<file path="src/tw_pkg.sv">
// Shared constants and types for the two-wire master transmitter
package tw_pkg;
	// --------------------------------
	// Timing
	// --------------------------------
	localparam int CLK_NS  = 5;
	localparam int QTR_NS  = 1250;
	localparam int QTR_CYC = (QTR_NS + CLK_NS - 1) / CLK_NS;
	localparam logic [8:0] QTR_LAST  = 9'(QTR_CYC - 1);
	localparam logic [3:0] BYTE_BITS = 4'h9;
	localparam logic [1:0] LINE_IDLE = 2'h3;
	// --------------------------------
	// Register map
	// --------------------------------
	localparam logic [7:0] OFS_CTRL = 8'h00;
	localparam logic [7:0] OFS_STAT = 8'h04;
	localparam logic [7:0] OFS_DATA = 8'h08;
	localparam logic [1:0] SEL_CTRL = 2'h0;
	localparam logic [1:0] SEL_STAT = 2'h1;
	localparam logic [1:0] SEL_DATA = 2'h2;
	localparam logic [1:0] SEL_NONE = 2'h3;
	localparam int CB_FLAG  = 7;
	localparam int CB_ACKEN = 6;
	localparam int CB_STA   = 5;
	localparam int CB_STO   = 4;
	localparam int CB_EN    = 2;
	localparam int CB_IE    = 0;
	localparam logic [7:0] CTRL_RST  = 8'h00;
	localparam logic [7:0] DATA_RST  = 8'hff;
	localparam logic [1:0] PRESC_RST = 2'h0;
	// --------------------------------
	// Status codes
	// --------------------------------
	localparam logic [7:0] ST_START   = 8'h08;
	localparam logic [7:0] ST_RSTART  = 8'h10;
	localparam logic [7:0] ST_AW_ACK  = 8'h18;
	localparam logic [7:0] ST_AW_NACK = 8'h20;
	localparam logic [7:0] ST_D_ACK   = 8'h28;
	localparam logic [7:0] ST_D_NACK  = 8'h30;
	localparam logic [7:0] ST_ARB     = 8'h38;
	localparam logic [7:0] ST_AR_ACK  = 8'h40;
	localparam logic [7:0] ST_AR_NACK = 8'h48;
	localparam logic [7:0] ST_IDLE    = 8'hf8;
	// --------------------------------
	// Types
	// --------------------------------
	typedef logic [1:0] resp_t;
	localparam resp_t RESP_OKAY   = 2'h0;
	localparam resp_t RESP_SLVERR = 2'h2;
	typedef enum logic [1:0] {OP_START, OP_RESTART, OP_STOP, OP_BYTE} op_t;
endpackage

</file>
<file path="src/tw_bit_if.sv">
// Command and result link between the controller and the bit engine
`timescale 1ns/1ps
`default_nettype none
interface tw_bit_if;
	import tw_pkg::*;
	op_t        op;
	logic       go;
	logic [7:0] tx;
	logic       done;
	logic       rx_nack;
	logic       arb_lost;
	modport ctrl (output op, go, tx, input done, rx_nack, arb_lost);
	modport eng (input op, go, tx, output done, rx_nack, arb_lost);
endinterface
`default_nettype wire

</file>
<file path="src/two_wire_master_tx.sv">
// Two-wire master transmitter with an AXI4-Lite register port
`timescale 1ns/1ps
`default_nettype none
module two_wire_master_tx (
	input  wire logic        core_clk,
	input  wire logic        sys_rst,
	input  wire logic [7:0]  awaddr,
	input  wire logic        awvalid,
	output logic             awready,
	input  wire logic [31:0] wdata,
	input  wire logic [3:0]  wstrb,
	input  wire logic        wvalid,
	output logic             wready,
	output tw_pkg::resp_t    bresp,
	output logic             bvalid,
	input  wire logic        bready,
	input  wire logic [7:0]  araddr,
	input  wire logic        arvalid,
	output logic             arready,
	output logic [31:0]      rdata,
	output tw_pkg::resp_t    rresp,
	output logic             rvalid,
	input  wire logic        rready,
	input  wire logic        scl_i,
	output logic             scl_o,
	output logic             scl_oe,
	input  wire logic        sda_i,
	output logic             sda_o,
	output logic             sda_oe,
	output logic             irq,
	output logic             master_rx_mode
);
	import tw_pkg::*;

	typedef enum logic [2:0] {S_IDLE, S_WAIT_FREE, S_START, S_BYTE, S_STOP, S_HOLD} state_t;

	// --------------------------------
	// Declarations
	// --------------------------------
	tw_bit_if    bi();
	state_t      state_q;
	logic        aw_have_q;
	logic        w_have_q;
	logic [7:0]  awaddr_q;
	logic [7:0]  wdata_q;
	logic        wstrb_q;
	logic        awready_q;
	logic        wready_q;
	logic        bvalid_q;
	resp_t       bresp_q;
	logic        arready_q;
	logic        rvalid_q;
	logic [7:0]  rdata_q;
	resp_t       rresp_q;
	logic        flag_q;
	logic        acken_q;
	logic        sta_q;
	logic        sto_q;
	logic        wcol_q;
	logic        en_q;
	logic        ie_q;
	logic [7:0]  data_q;
	logic [7:0]  status_q;
	logic [1:0]  presc_q;
	logic        first_q;
	logic        restart_q;
	logic        arb_q;
	logic        after_q;
	logic        rx_mode_q;
	logic        irq_q;
	logic        lo_q;
	logic        busy_q;
	logic        sda_d_q;
	logic [1:0]  lines_s;
	logic        aw_take;
	logic        w_take;
	logic        aw_nxt;
	logic        w_nxt;
	logic        wr_fire;
	logic        wr_lane;
	logic [1:0]  wsel;
	logic        ctrl_wr;
	logic        data_wr;
	logic        stat_wr;
	logic        ar_take;
	logic        rv_nxt;
	logic [1:0]  rsel;
	logic [7:0]  ctrl_rd;
	logic [7:0]  stat_rd;
	logic [7:0]  rd_val;
	logic        flag_set;
	logic        sto_clr;
	logic        hold_go;
	logic        start_det;
	logic        stop_det;

	function automatic logic [1:0] reg_sel(input logic [7:0] a);
		if (a == OFS_CTRL)
			reg_sel = SEL_CTRL;
		else if (a == OFS_STAT)
			reg_sel = SEL_STAT;
		else if (a == OFS_DATA)
			reg_sel = SEL_DATA;
		else
			reg_sel = SEL_NONE;
	endfunction

	// --------------------------------
	// Line sampling and bus-free watch
	// --------------------------------
	tw_sync2 u_sync (
		.core_clk (core_clk),
		.sys_rst  (sys_rst),
		.pin_a    ({scl_i, sda_i}),
		.pin_s    (lines_s)
	);

	tw_bit_engine u_eng (
		.core_clk (core_clk),
		.sys_rst  (sys_rst),
		.bi       (bi.eng),
		.scl_s    (lines_s[1]),
		.sda_s    (lines_s[0]),
		.scl_oe   (scl_oe),
		.sda_oe   (sda_oe)
	);

	assign start_det = lines_s[1] & sda_d_q & ~lines_s[0];
	assign stop_det  = lines_s[1] & ~sda_d_q & lines_s[0];

	always_ff @(posedge core_clk) begin
		if (sys_rst) begin
			sda_d_q <= 1'b1;
			busy_q  <= 1'b0;
		end else begin
			sda_d_q <= lines_s[0];
			if (start_det)
				busy_q <= 1'b1;
			else if (stop_det)
				busy_q <= 1'b0;
		end
	end

	// --------------------------------
	// AXI4-Lite slave
	// --------------------------------
	assign aw_take = awvalid & awready_q;
	assign w_take  = wvalid & wready_q;
	assign wr_fire = aw_have_q & w_have_q & ~bvalid_q;
	assign aw_nxt  = aw_take | (aw_have_q & ~wr_fire);
	assign w_nxt   = w_take | (w_have_q & ~wr_fire);
	assign wsel    = reg_sel(awaddr_q);
	// Registers live in byte lane 0 only
	assign wr_lane = wr_fire & wstrb_q;
	assign ctrl_wr = wr_lane & (wsel == SEL_CTRL);
	assign stat_wr = wr_lane & (wsel == SEL_STAT);
	assign data_wr = wr_lane & (wsel == SEL_DATA);
	assign ar_take = arvalid & arready_q;
	assign rv_nxt  = ar_take | (rvalid_q & ~rready);
	assign rsel    = reg_sel(araddr);
	assign ctrl_rd = {flag_q, acken_q, sta_q, sto_q, wcol_q, en_q, 1'b0, ie_q};
	assign stat_rd = {status_q[7:3], 1'b0, presc_q};
	assign rd_val  = (rsel == SEL_CTRL) ? ctrl_rd :
	                 (rsel == SEL_STAT) ? stat_rd :
	                 (rsel == SEL_DATA) ? data_q : 8'h00;

	always_ff @(posedge core_clk) begin
		if (sys_rst) begin
			aw_have_q <= 1'b0;
			w_have_q  <= 1'b0;
			awready_q <= 1'b0;
			wready_q  <= 1'b0;
			awaddr_q  <= 8'h00;
			wdata_q   <= 8'h00;
			wstrb_q   <= 1'b0;
			bvalid_q  <= 1'b0;
			bresp_q   <= RESP_OKAY;
			arready_q <= 1'b0;
			rvalid_q  <= 1'b0;
			rdata_q   <= 8'h00;
			rresp_q   <= RESP_OKAY;
		end else begin
			aw_have_q <= aw_nxt;
			w_have_q  <= w_nxt;
			awready_q <= ~aw_nxt;
			wready_q  <= ~w_nxt;
			arready_q <= ~rv_nxt;
			rvalid_q  <= rv_nxt;
			if (aw_take)
				awaddr_q <= awaddr;
			if (w_take) begin
				wdata_q <= wdata[7:0];
				wstrb_q <= wstrb[0];
			end
			if (wr_fire) begin
				bvalid_q <= 1'b1;
				bresp_q  <= (wsel == SEL_NONE) ? RESP_SLVERR : RESP_OKAY;
			end else if (bready) begin
				bvalid_q <= 1'b0;
			end
			if (ar_take) begin
				rdata_q <= rd_val;
				rresp_q <= (rsel == SEL_NONE) ? RESP_SLVERR : RESP_OKAY;
			end
		end
	end

	// --------------------------------
	// Control, status and data registers
	// --------------------------------
	assign flag_set = bi.done & ((state_q == S_START) | (state_q == S_BYTE));
	assign sto_clr  = bi.done & (state_q == S_STOP);

	always_ff @(posedge core_clk) begin
		if (sys_rst) begin
			flag_q  <= CTRL_RST[CB_FLAG];
			acken_q <= CTRL_RST[CB_ACKEN];
			sta_q   <= CTRL_RST[CB_STA];
			sto_q   <= CTRL_RST[CB_STO];
			wcol_q  <= 1'b0;
			en_q    <= CTRL_RST[CB_EN];
			ie_q    <= CTRL_RST[CB_IE];
			data_q  <= DATA_RST;
			presc_q <= PRESC_RST;
		end else begin
			if (ctrl_wr) begin
				// ACKEN is stored for readback only; transmit mode ignores it
				acken_q <= wdata_q[CB_ACKEN];
				sta_q   <= wdata_q[CB_STA];
				en_q    <= wdata_q[CB_EN];
				ie_q    <= wdata_q[CB_IE];
			end
			// Software set beats the self-clear after STOP
			if (ctrl_wr)
				sto_q <= wdata_q[CB_STO];
			else if (sto_clr)
				sto_q <= 1'b0;
			// Hardware set wins over a clear in the same cycle
			if (flag_set)
				flag_q <= 1'b1;
			else if (ctrl_wr && wdata_q[CB_FLAG])
				flag_q <= 1'b0;
			if (data_wr && !flag_q) begin
				wcol_q <= 1'b1;
			end else if (data_wr) begin
				data_q <= wdata_q;
				wcol_q <= 1'b0;
			end
			if (stat_wr)
				presc_q <= wdata_q[1:0];
		end
	end

	// --------------------------------
	// Transfer sequencer
	// --------------------------------
	assign hold_go = (state_q == S_HOLD) & ~flag_q;

	always_ff @(posedge core_clk) begin
		if (sys_rst) begin
			state_q   <= S_IDLE;
			status_q  <= ST_IDLE;
			bi.go     <= 1'b0;
			bi.op     <= OP_STOP;
			bi.tx     <= DATA_RST;
			first_q   <= 1'b0;
			restart_q <= 1'b0;
			arb_q     <= 1'b0;
			after_q   <= 1'b0;
			rx_mode_q <= 1'b0;
		end else begin
			bi.go <= 1'b0;
			case (state_q)
				S_IDLE: begin
					if (en_q && sta_q && !flag_q)
						state_q <= S_WAIT_FREE;
				end
				S_WAIT_FREE: begin
					if (!busy_q) begin
						bi.go     <= 1'b1;
						bi.op     <= OP_START;
						restart_q <= 1'b0;
						state_q   <= S_START;
					end
				end
				S_START: begin
					if (bi.done) begin
						status_q <= restart_q ? ST_RSTART : ST_START;
						first_q  <= 1'b1;
						state_q  <= S_HOLD;
					end
				end
				S_BYTE: begin
					if (bi.done) begin
						first_q <= 1'b0;
						state_q <= S_HOLD;
						if (bi.arb_lost) begin
							status_q <= ST_ARB;
							arb_q    <= 1'b1;
						end else if (first_q && bi.tx[0]) begin
							rx_mode_q <= 1'b1;
							status_q  <= bi.rx_nack ? ST_AR_NACK : ST_AR_ACK;
						end else if (first_q) begin
							rx_mode_q <= 1'b0;
							status_q  <= bi.rx_nack ? ST_AW_NACK : ST_AW_ACK;
						end else begin
							status_q <= bi.rx_nack ? ST_D_NACK : ST_D_ACK;
						end
					end
				end
				S_STOP: begin
					if (bi.done) begin
						rx_mode_q <= 1'b0;
						status_q  <= ST_IDLE;
						state_q   <= after_q ? S_WAIT_FREE : S_IDLE;
					end
				end
				default: begin
					// Nothing moves on the bus until the flag is cleared
					if (hold_go && arb_q) begin
						arb_q    <= 1'b0;
						status_q <= ST_IDLE;
						state_q  <= sta_q ? S_WAIT_FREE : S_IDLE;
					end else if (hold_go && sto_q) begin
						bi.go   <= 1'b1;
						bi.op   <= OP_STOP;
						after_q <= sta_q;
						state_q <= S_STOP;
					end else if (hold_go && sta_q) begin
						bi.go     <= 1'b1;
						bi.op     <= OP_RESTART;
						restart_q <= 1'b1;
						state_q   <= S_START;
					end else if (hold_go && !rx_mode_q) begin
						// Receive data phase lives elsewhere
						bi.go   <= 1'b1;
						bi.op   <= OP_BYTE;
						bi.tx   <= data_q;
						state_q <= S_BYTE;
					end
				end
			endcase
		end
	end

	// --------------------------------
	// Output registers
	// --------------------------------
	always_ff @(posedge core_clk) begin
		if (sys_rst) begin
			irq_q <= 1'b0;
			lo_q  <= 1'b0;
		end else begin
			irq_q <= ie_q & flag_q;
			lo_q  <= 1'b0;
		end
	end

	assign awready        = awready_q;
	assign wready         = wready_q;
	assign bvalid         = bvalid_q;
	assign bresp          = bresp_q;
	assign arready        = arready_q;
	assign rvalid         = rvalid_q;
	assign rresp          = rresp_q;
	assign rdata          = {24'h00_0000, rdata_q};
	assign scl_o          = lo_q;
	assign sda_o          = lo_q;
	assign irq            = irq_q;
	assign master_rx_mode = rx_mode_q;
endmodule
`default_nettype wire

</file>
<file path="src/tw_sync2.sv">
// Two-stage synchroniser for the bus line inputs
`timescale 1ns/1ps
`default_nettype none
module tw_sync2 (
	input  wire logic       core_clk,
	input  wire logic       sys_rst,
	input  wire logic [1:0] pin_a,
	output logic      [1:0] pin_s
);
	import tw_pkg::*;
	logic [1:0] meta_q;

	always_ff @(posedge core_clk) begin
		if (sys_rst) begin
			meta_q <= LINE_IDLE;
			pin_s  <= LINE_IDLE;
		end else begin
			meta_q <= pin_a;
			pin_s  <= meta_q;
		end
	end
endmodule
`default_nettype wire

</file>
<file path="src/tw_bit_engine.sv">
// Bit engine: START, repeated START, STOP and 9-bit byte frames
`timescale 1ns/1ps
`default_nettype none
module tw_bit_engine (
	input  wire logic core_clk,
	input  wire logic sys_rst,
	tw_bit_if.eng     bi,
	input  wire logic scl_s,
	input  wire logic sda_s,
	output logic      scl_oe,
	output logic      sda_oe
);
	import tw_pkg::*;
	logic        run_q;
	op_t         op_q;
	logic [8:0]  qcnt_q;
	logic [1:0]  qtr_q;
	logic [3:0]  bit_q;
	logic [8:0]  sh_q;
	logic [1:0]  want;
	logic        stall;
	logic        qtr_end;
	logic        bit_end;
	logic        last_bit;
	logic        lost;

	// Wanted line levels {scl, sda} per quarter
	function automatic logic [1:0] lines(input op_t op, input logic [1:0] q, input logic b);
		case (op)
			OP_START:   lines = (q == 2'h0) ? 2'h3 : (q == 2'h3) ? 2'h0 : 2'h2;
			OP_RESTART: lines = (q == 2'h0) ? 2'h1 : (q == 2'h1) ? 2'h3 : (q == 2'h2) ? 2'h2 : 2'h0;
			OP_STOP:    lines = (q == 2'h0) ? 2'h0 : (q == 2'h1) ? 2'h2 : 2'h3;
			default:    lines = {(q == 2'h1) || (q == 2'h2), b};
		endcase
	endfunction

	// MSB first, so the direction bit goes out last as sda level
	assign want     = lines(op_q, qtr_q, sh_q[8]);
	// Slave may hold scl low; the quarter waits for it
	assign stall    = want[1] & ~scl_s & (qtr_q != 2'h0);
	assign qtr_end  = run_q & ~stall & (qcnt_q == QTR_LAST);
	assign bit_end  = qtr_end & (qtr_q == 2'h3);
	assign last_bit = (op_q != OP_BYTE) || (bit_q == BYTE_BITS - 4'h1);
	assign lost     = qtr_end & (qtr_q == 2'h2) & (op_q == OP_BYTE) & (bit_q < 4'h8) & sh_q[8] & ~sda_s;

	always_ff @(posedge core_clk) begin
		if (sys_rst) begin
			run_q       <= 1'b0;
			op_q        <= OP_STOP;
			qcnt_q      <= '0;
			qtr_q       <= 2'h0;
			bit_q       <= 4'h0;
			sh_q        <= '1;
			scl_oe      <= 1'b0;
			sda_oe      <= 1'b0;
			bi.done     <= 1'b0;
			bi.rx_nack  <= 1'b0;
			bi.arb_lost <= 1'b0;
		end else begin
			bi.done <= lost | (bit_end & last_bit);
			if (bi.go && !run_q) begin
				run_q       <= 1'b1;
				op_q        <= bi.op;
				sh_q        <= {bi.tx, 1'b1};
				qcnt_q      <= '0;
				qtr_q       <= 2'h0;
				bit_q       <= 4'h0;
				bi.arb_lost <= 1'b0;
			end else if (lost) begin
				run_q       <= 1'b0;
				bi.arb_lost <= 1'b1;
			end else if (run_q) begin
				if (!stall)
					qcnt_q <= qtr_end ? '0 : qcnt_q + 9'h1;
				if (qtr_end)
					qtr_q <= qtr_q + 2'h1;
				if (qtr_end && qtr_q == 2'h2 && bit_q == 4'h8)
					bi.rx_nack <= sda_s;
				if (bit_end) begin
					sh_q  <= {sh_q[7:0], 1'b1};
					bit_q <= bit_q + 4'h1;
					if (last_bit)
						run_q <= 1'b0;
				end
			end
			// Losing arbitration lets go of both lines at once
			if (lost) begin
				scl_oe <= 1'b0;
				sda_oe <= 1'b0;
			end else if (run_q) begin
				scl_oe <= ~want[1];
				sda_oe <= ~want[0];
			end
		end
	end
endmodule
`default_nettype wire

</file>
<file path="config.mk">
export PLATFORM = sky130hd
export DESIGN_NAME = two_wire_master_tx
export DESIGN_NICKNAME = d
export VERILOG_FILES = /design/src/tw_pkg.sv /design/src/tw_bit_if.sv /design/src/two_wire_master_tx.sv /design/src/tw_sync2.sv /design/src/tw_bit_engine.sv
export SDC_FILE = /design/constraint.sdc
export NUM_CORES = 1
export LEC_CHECK = 0
export ABC_AREA = 1
export BUFFER_PORTS_ARGS = -buffer_cell sky130_fd_sc_hd__buf_4
export CORE_MARGIN = 1.5
export CORE_UTILIZATION = 50
export DETAILED_ROUTE_END_ITERATION = 7
export PLACE_DENSITY = 0.8
export SETUP_SLACK_MARGIN = 0.2
export SYNTH_ARGS = -nofsm -noshare
export SYNTH_HDL_FRONTEND = slang
export SYNTH_SLANG_ARGS = --single-unit
</file>
<file path="constraint.sdc">
create_clock -name core_clk -period 1.7 [get_ports core_clk]
set_input_delay 0.34 -clock core_clk [delete_from_list [all_inputs] [get_ports core_clk]]
set_output_delay 0.34 -clock core_clk [all_outputs]
set_load 0.01 [all_outputs]
</file>
==> flow_metrics.tcl <==
set metrics [dict create \
    status "finished, violations left" \
    violations "setup timing" \
    drtIter0Drc 328 \
    syn_inst 720 \
    drt-total-wl_um 14000 \
    clk_latency_ns 0.51 \
    start_util_pct 51.3 \
    first_pass_iters 6 \
    required_ns 2.14 \
    die_h_um 106 \
    start_kind "flop" \
    dieArea_um2 11200 \
    yosys_warnings 0 \
    synth-seq-area-share_pct 42.9 \
    cts_tree "done" \
    synth_area_per_cell_um2 7.33 \
    gp_congestion 0.914 \
    vias 5128 \
    areaGrowthSynthToFinish_pct 30.5 \
    max_cap_violations 0 \
    hold_ws_ns 0.0693 \
    layout-drive-gt1-share_pct 28.1 \
    placed_area_um2 5850 \
    setup_ws_ns -0.0121 \
    viasPerCell 5.33 \
    io_buffers 52 \
    finClkSkew_ns 0.00809 \
    antenna_found_initial 0 \
    fin_crit_ns 1.71 \
    setup_tns_ns -0.0121 \
    fin_crit_sh_pct 101 \
    cts.sinks 113 \
    ant_nets 0 \
    grt_pass1_vias 4765 \
    hpwl_um 8910 \
    grt_start_max_net_pins 61 \
    final_cell_area_um2 6890 \
    r2r_slack_ns -0.01 \
    finish.utilization_pct 67.0 \
    end_kind "flop" \
    ios 108 \
    vdd_ir_drop_max_v 0.000831 \
    grt_overflow_total 0 \
    worstRegToRegCells 10 \
    hold_class "input pin to flop" \
    final_hold_viol_count 0 \
    mostFrequentLayoutCells "nand2_1, dfxtp_1, buf_4, nor2_1, nand3_1" \
    crit_type "flop to flop" \
    rr_endpoint "u_eng.qcnt_q[3]$_SDFFE_PP0P_" \
    clk_pin_slew_ns 0.05 \
    die_w_um 106 \
    synth-seq-cells 113 \
    p_per_area_nw_per_um2 1100 \
    grt_util_all_layers_pct 24.4 \
    finalPower_uw 7570 \
    fill_cells 854 \
    grt_pass1_wl_um 21600 \
    holdPathEnd "u_sync.meta_q[0]$_SDFF_PP1_" \
    setup_viol 1 \
    max_clock_freq_ghz 0.584 \
    route.detailed.drc 0 \
    root_buffer "clkbuf_8" \
    arrival_ns 2.15 \
    cts_buffer_depth 2 \
    wl_per_cell_um 14.6 \
    layout_commonest_cell "nand2_1" \
    path_max_fanout 7 \
    reg2reg_from "u_eng.qtr_q[0]$_SDFFE_PP0P_" \
    fp-row-count 37 \
    num_antenna_cells 0 \
    yosysUniqueCellTypes 41 \
    synth_area_um2 5280 \
    power.leakage_uw 0.00307 \
    htreeDepth 4 \
    core-area_um2 10300 \
    fin_nets 888 \
    finalMaxSlewViolations 0 \
    rsz0062_at_grt "yes" \
    hold_path_startpoint "sys_rst" \
    numCtsBuffers 17 \
    min_path_cells 2 \
]
where the power goes:
part / internal [uW] / switching (uW)
clock network: 1930 / 1160
registers: 2810 / 131
logic: 616 / 926
total: 5360 / 2210
synthesized netlist by cell type:
master | instances | area share, %
inv_2 | 11 | 0.78
nand4_4 | 2 | 0.81
nand2_1 | 156 | 11
nor2_8 | 1 | 0.38
o22ai_1 | 1 | 0.12
conb_1 | 1 | 0.071
nand3b_1 | 1 | 0.14
buf_6 | 1 | 0.21
o21ai_0 | 49 | 4.6
nor2_1 | 92 | 6.5
inv_1 | 55 | 3.9
a21oi_4 | 1 | 0.31
nor2_4 | 2 | 0.43
nand3_4 | 1 | 0.33
clkbuf_1 | 12 | 0.85
dfxtp_1 | 113 | 43
a21oi_1 | 52 | 4.9
nand2_2 | 5 | 0.59
nor3_1 | 8 | 0.76
nand3_1 | 59 | 5.6
nor3_2 | 3 | 0.57
buf_1 | 1 | 0.071
buf_2 | 3 | 0.28
nor4_4 | 1 | 0.40
o21ai_1 | 3 | 0.28
buf_4 | 28 | 4.0
xor2_1 | 3 | 0.50
nand2_4 | 4 | 0.85
clkinv_1 | 3 | 0.21
a21oi_2 | 1 | 0.17
o211ai_1 | 6 | 0.85
a31oi_1 | 7 | 0.83
ha_1 | 9 | 2.1
inv_4 | 1 | 0.12
xnor2_1 | 4 | 0.66
o211a_1 | 1 | 0.19
nor2_2 | 2 | 0.24
nand3_2 | 3 | 0.57
nand4_1 | 6 | 0.71
or2_2 | 7 | 0.83
o31ai_1 | 1 | 0.14
critical path, cell delays in order (launching register included):
cell and delay, ns:
dfxtp_4 0.36, inv_2 0.09, ha_4 0.20, a21oi_2 0.12, nand2_2 0.08, nand2_4 0.10
nand4_4 0.17, buf_4 0.21, nand2_4 0.08, nand2_1 0.09, a21oi_2 0.14
sequential cells by signal, indices dropped and copies added, names as in the netlist, 5 cells and up:
register	count
u_eng.qcnt_q	9
awaddr_q	8
bi.tx	8
data_q	8
rdata_q	8
u_eng.sh_q	8
wdata_q	8
status_q	5
stage by stage:
| stage | worst slack, ns | std cells |
|---|---|---|
| 5_1_grt | -0.109 | 963 |
| 6_report | -0.0121 | 963 |
| 2_1_floorplan | 0.121 | 747 |
| 3_5_place_dp | -0.0388 | 912 |
| 3_3_place_gp | 0.0314 | 912 |
| 4_1_cts | 0.0429 | 947 |
worst max path at each step:
stage / from / endpoint / slack (ns)
2_1_floorplan: u_eng.qtr_q[1]$_SDFFE_PP0P_ / u_eng.bit_q[1]$_SDFFE_PP0P_ / 0.12
3_5_place_dp: u_eng.qtr_q[0]$_SDFFE_PP0P_ / u_eng.qcnt_q[7]$_SDFFE_PP0P_ / -0.04
6_report: u_eng.qtr_q[0]$_SDFFE_PP0P_ / u_eng.qcnt_q[3]$_SDFFE_PP0P_ / -0.01
5_1_grt: u_eng.qtr_q[1]$_SDFFE_PP0P_ / u_eng.qcnt_q[3]$_SDFFE_PP0P_ / -0.11
4_1_cts: u_eng.qtr_q[1]$_SDFFE_PP0P_ / u_eng.qcnt_q[7]$_SDFFE_PP0P_ / 0.04
3_3_place_gp: u_eng.qtr_q[1]$_SDFFE_PP0P_ / u_eng.sh_q[1]$_SDFFE_PP1P_ / 0.03
final cells by class:
cell class,instances,area [um2],area share (%)
clock buffer,22,443,6.43
clock inverter,6,62.6,0.908
inverter,70,295,4.29
multi-input combinational,523,2910,42.2
sequential,113,2280,33.0
tap,136,170,2.47
timing repair buffer,92,723,10.5
timing repair inverter,1,8.76,0.127
kinds of logic (layout without fill, tap and decap cells):
kind of cell	count (synthesis)	after routing	synth area share, %
and+or+nand+nor	353	357	30.9
DFF	113	113	42.9
adders and majority gates	9	9	2.13
AOI/OAI and AO/OA	122	122	12.5
other	1	28	0.0711
buffers and inverters	115	191	10.4
xor gates and xnor gates	7	7	1.16
routing by layer:
layer / routed length, um / part of all wire (%) / vias up / global-route usage, %
met4: 415 / 3.0 / 0 / 10.6
met1: 5550 / 40 / 2402 / 26.8
li1: - / - / 2489 / -
met2: 7240 / 52 / 197 / 44.3
met5: 0 / 0 / - / 0
met3: 832 / 5.9 / 40 / 5.88
timing repair:
item / in CTS / in global routing
hold buffers: 1 / 1
endpoints found under the setup margin: 57 / 60
gates resized for setup: 19 / 93
buffers inserted: 4 / 12
gates cloned: 2 / 3
pin swaps: 8 / 25
endpoints found under the hold margin: 1 / 1
Note: power is estimated with default switching activity, not from simulation.
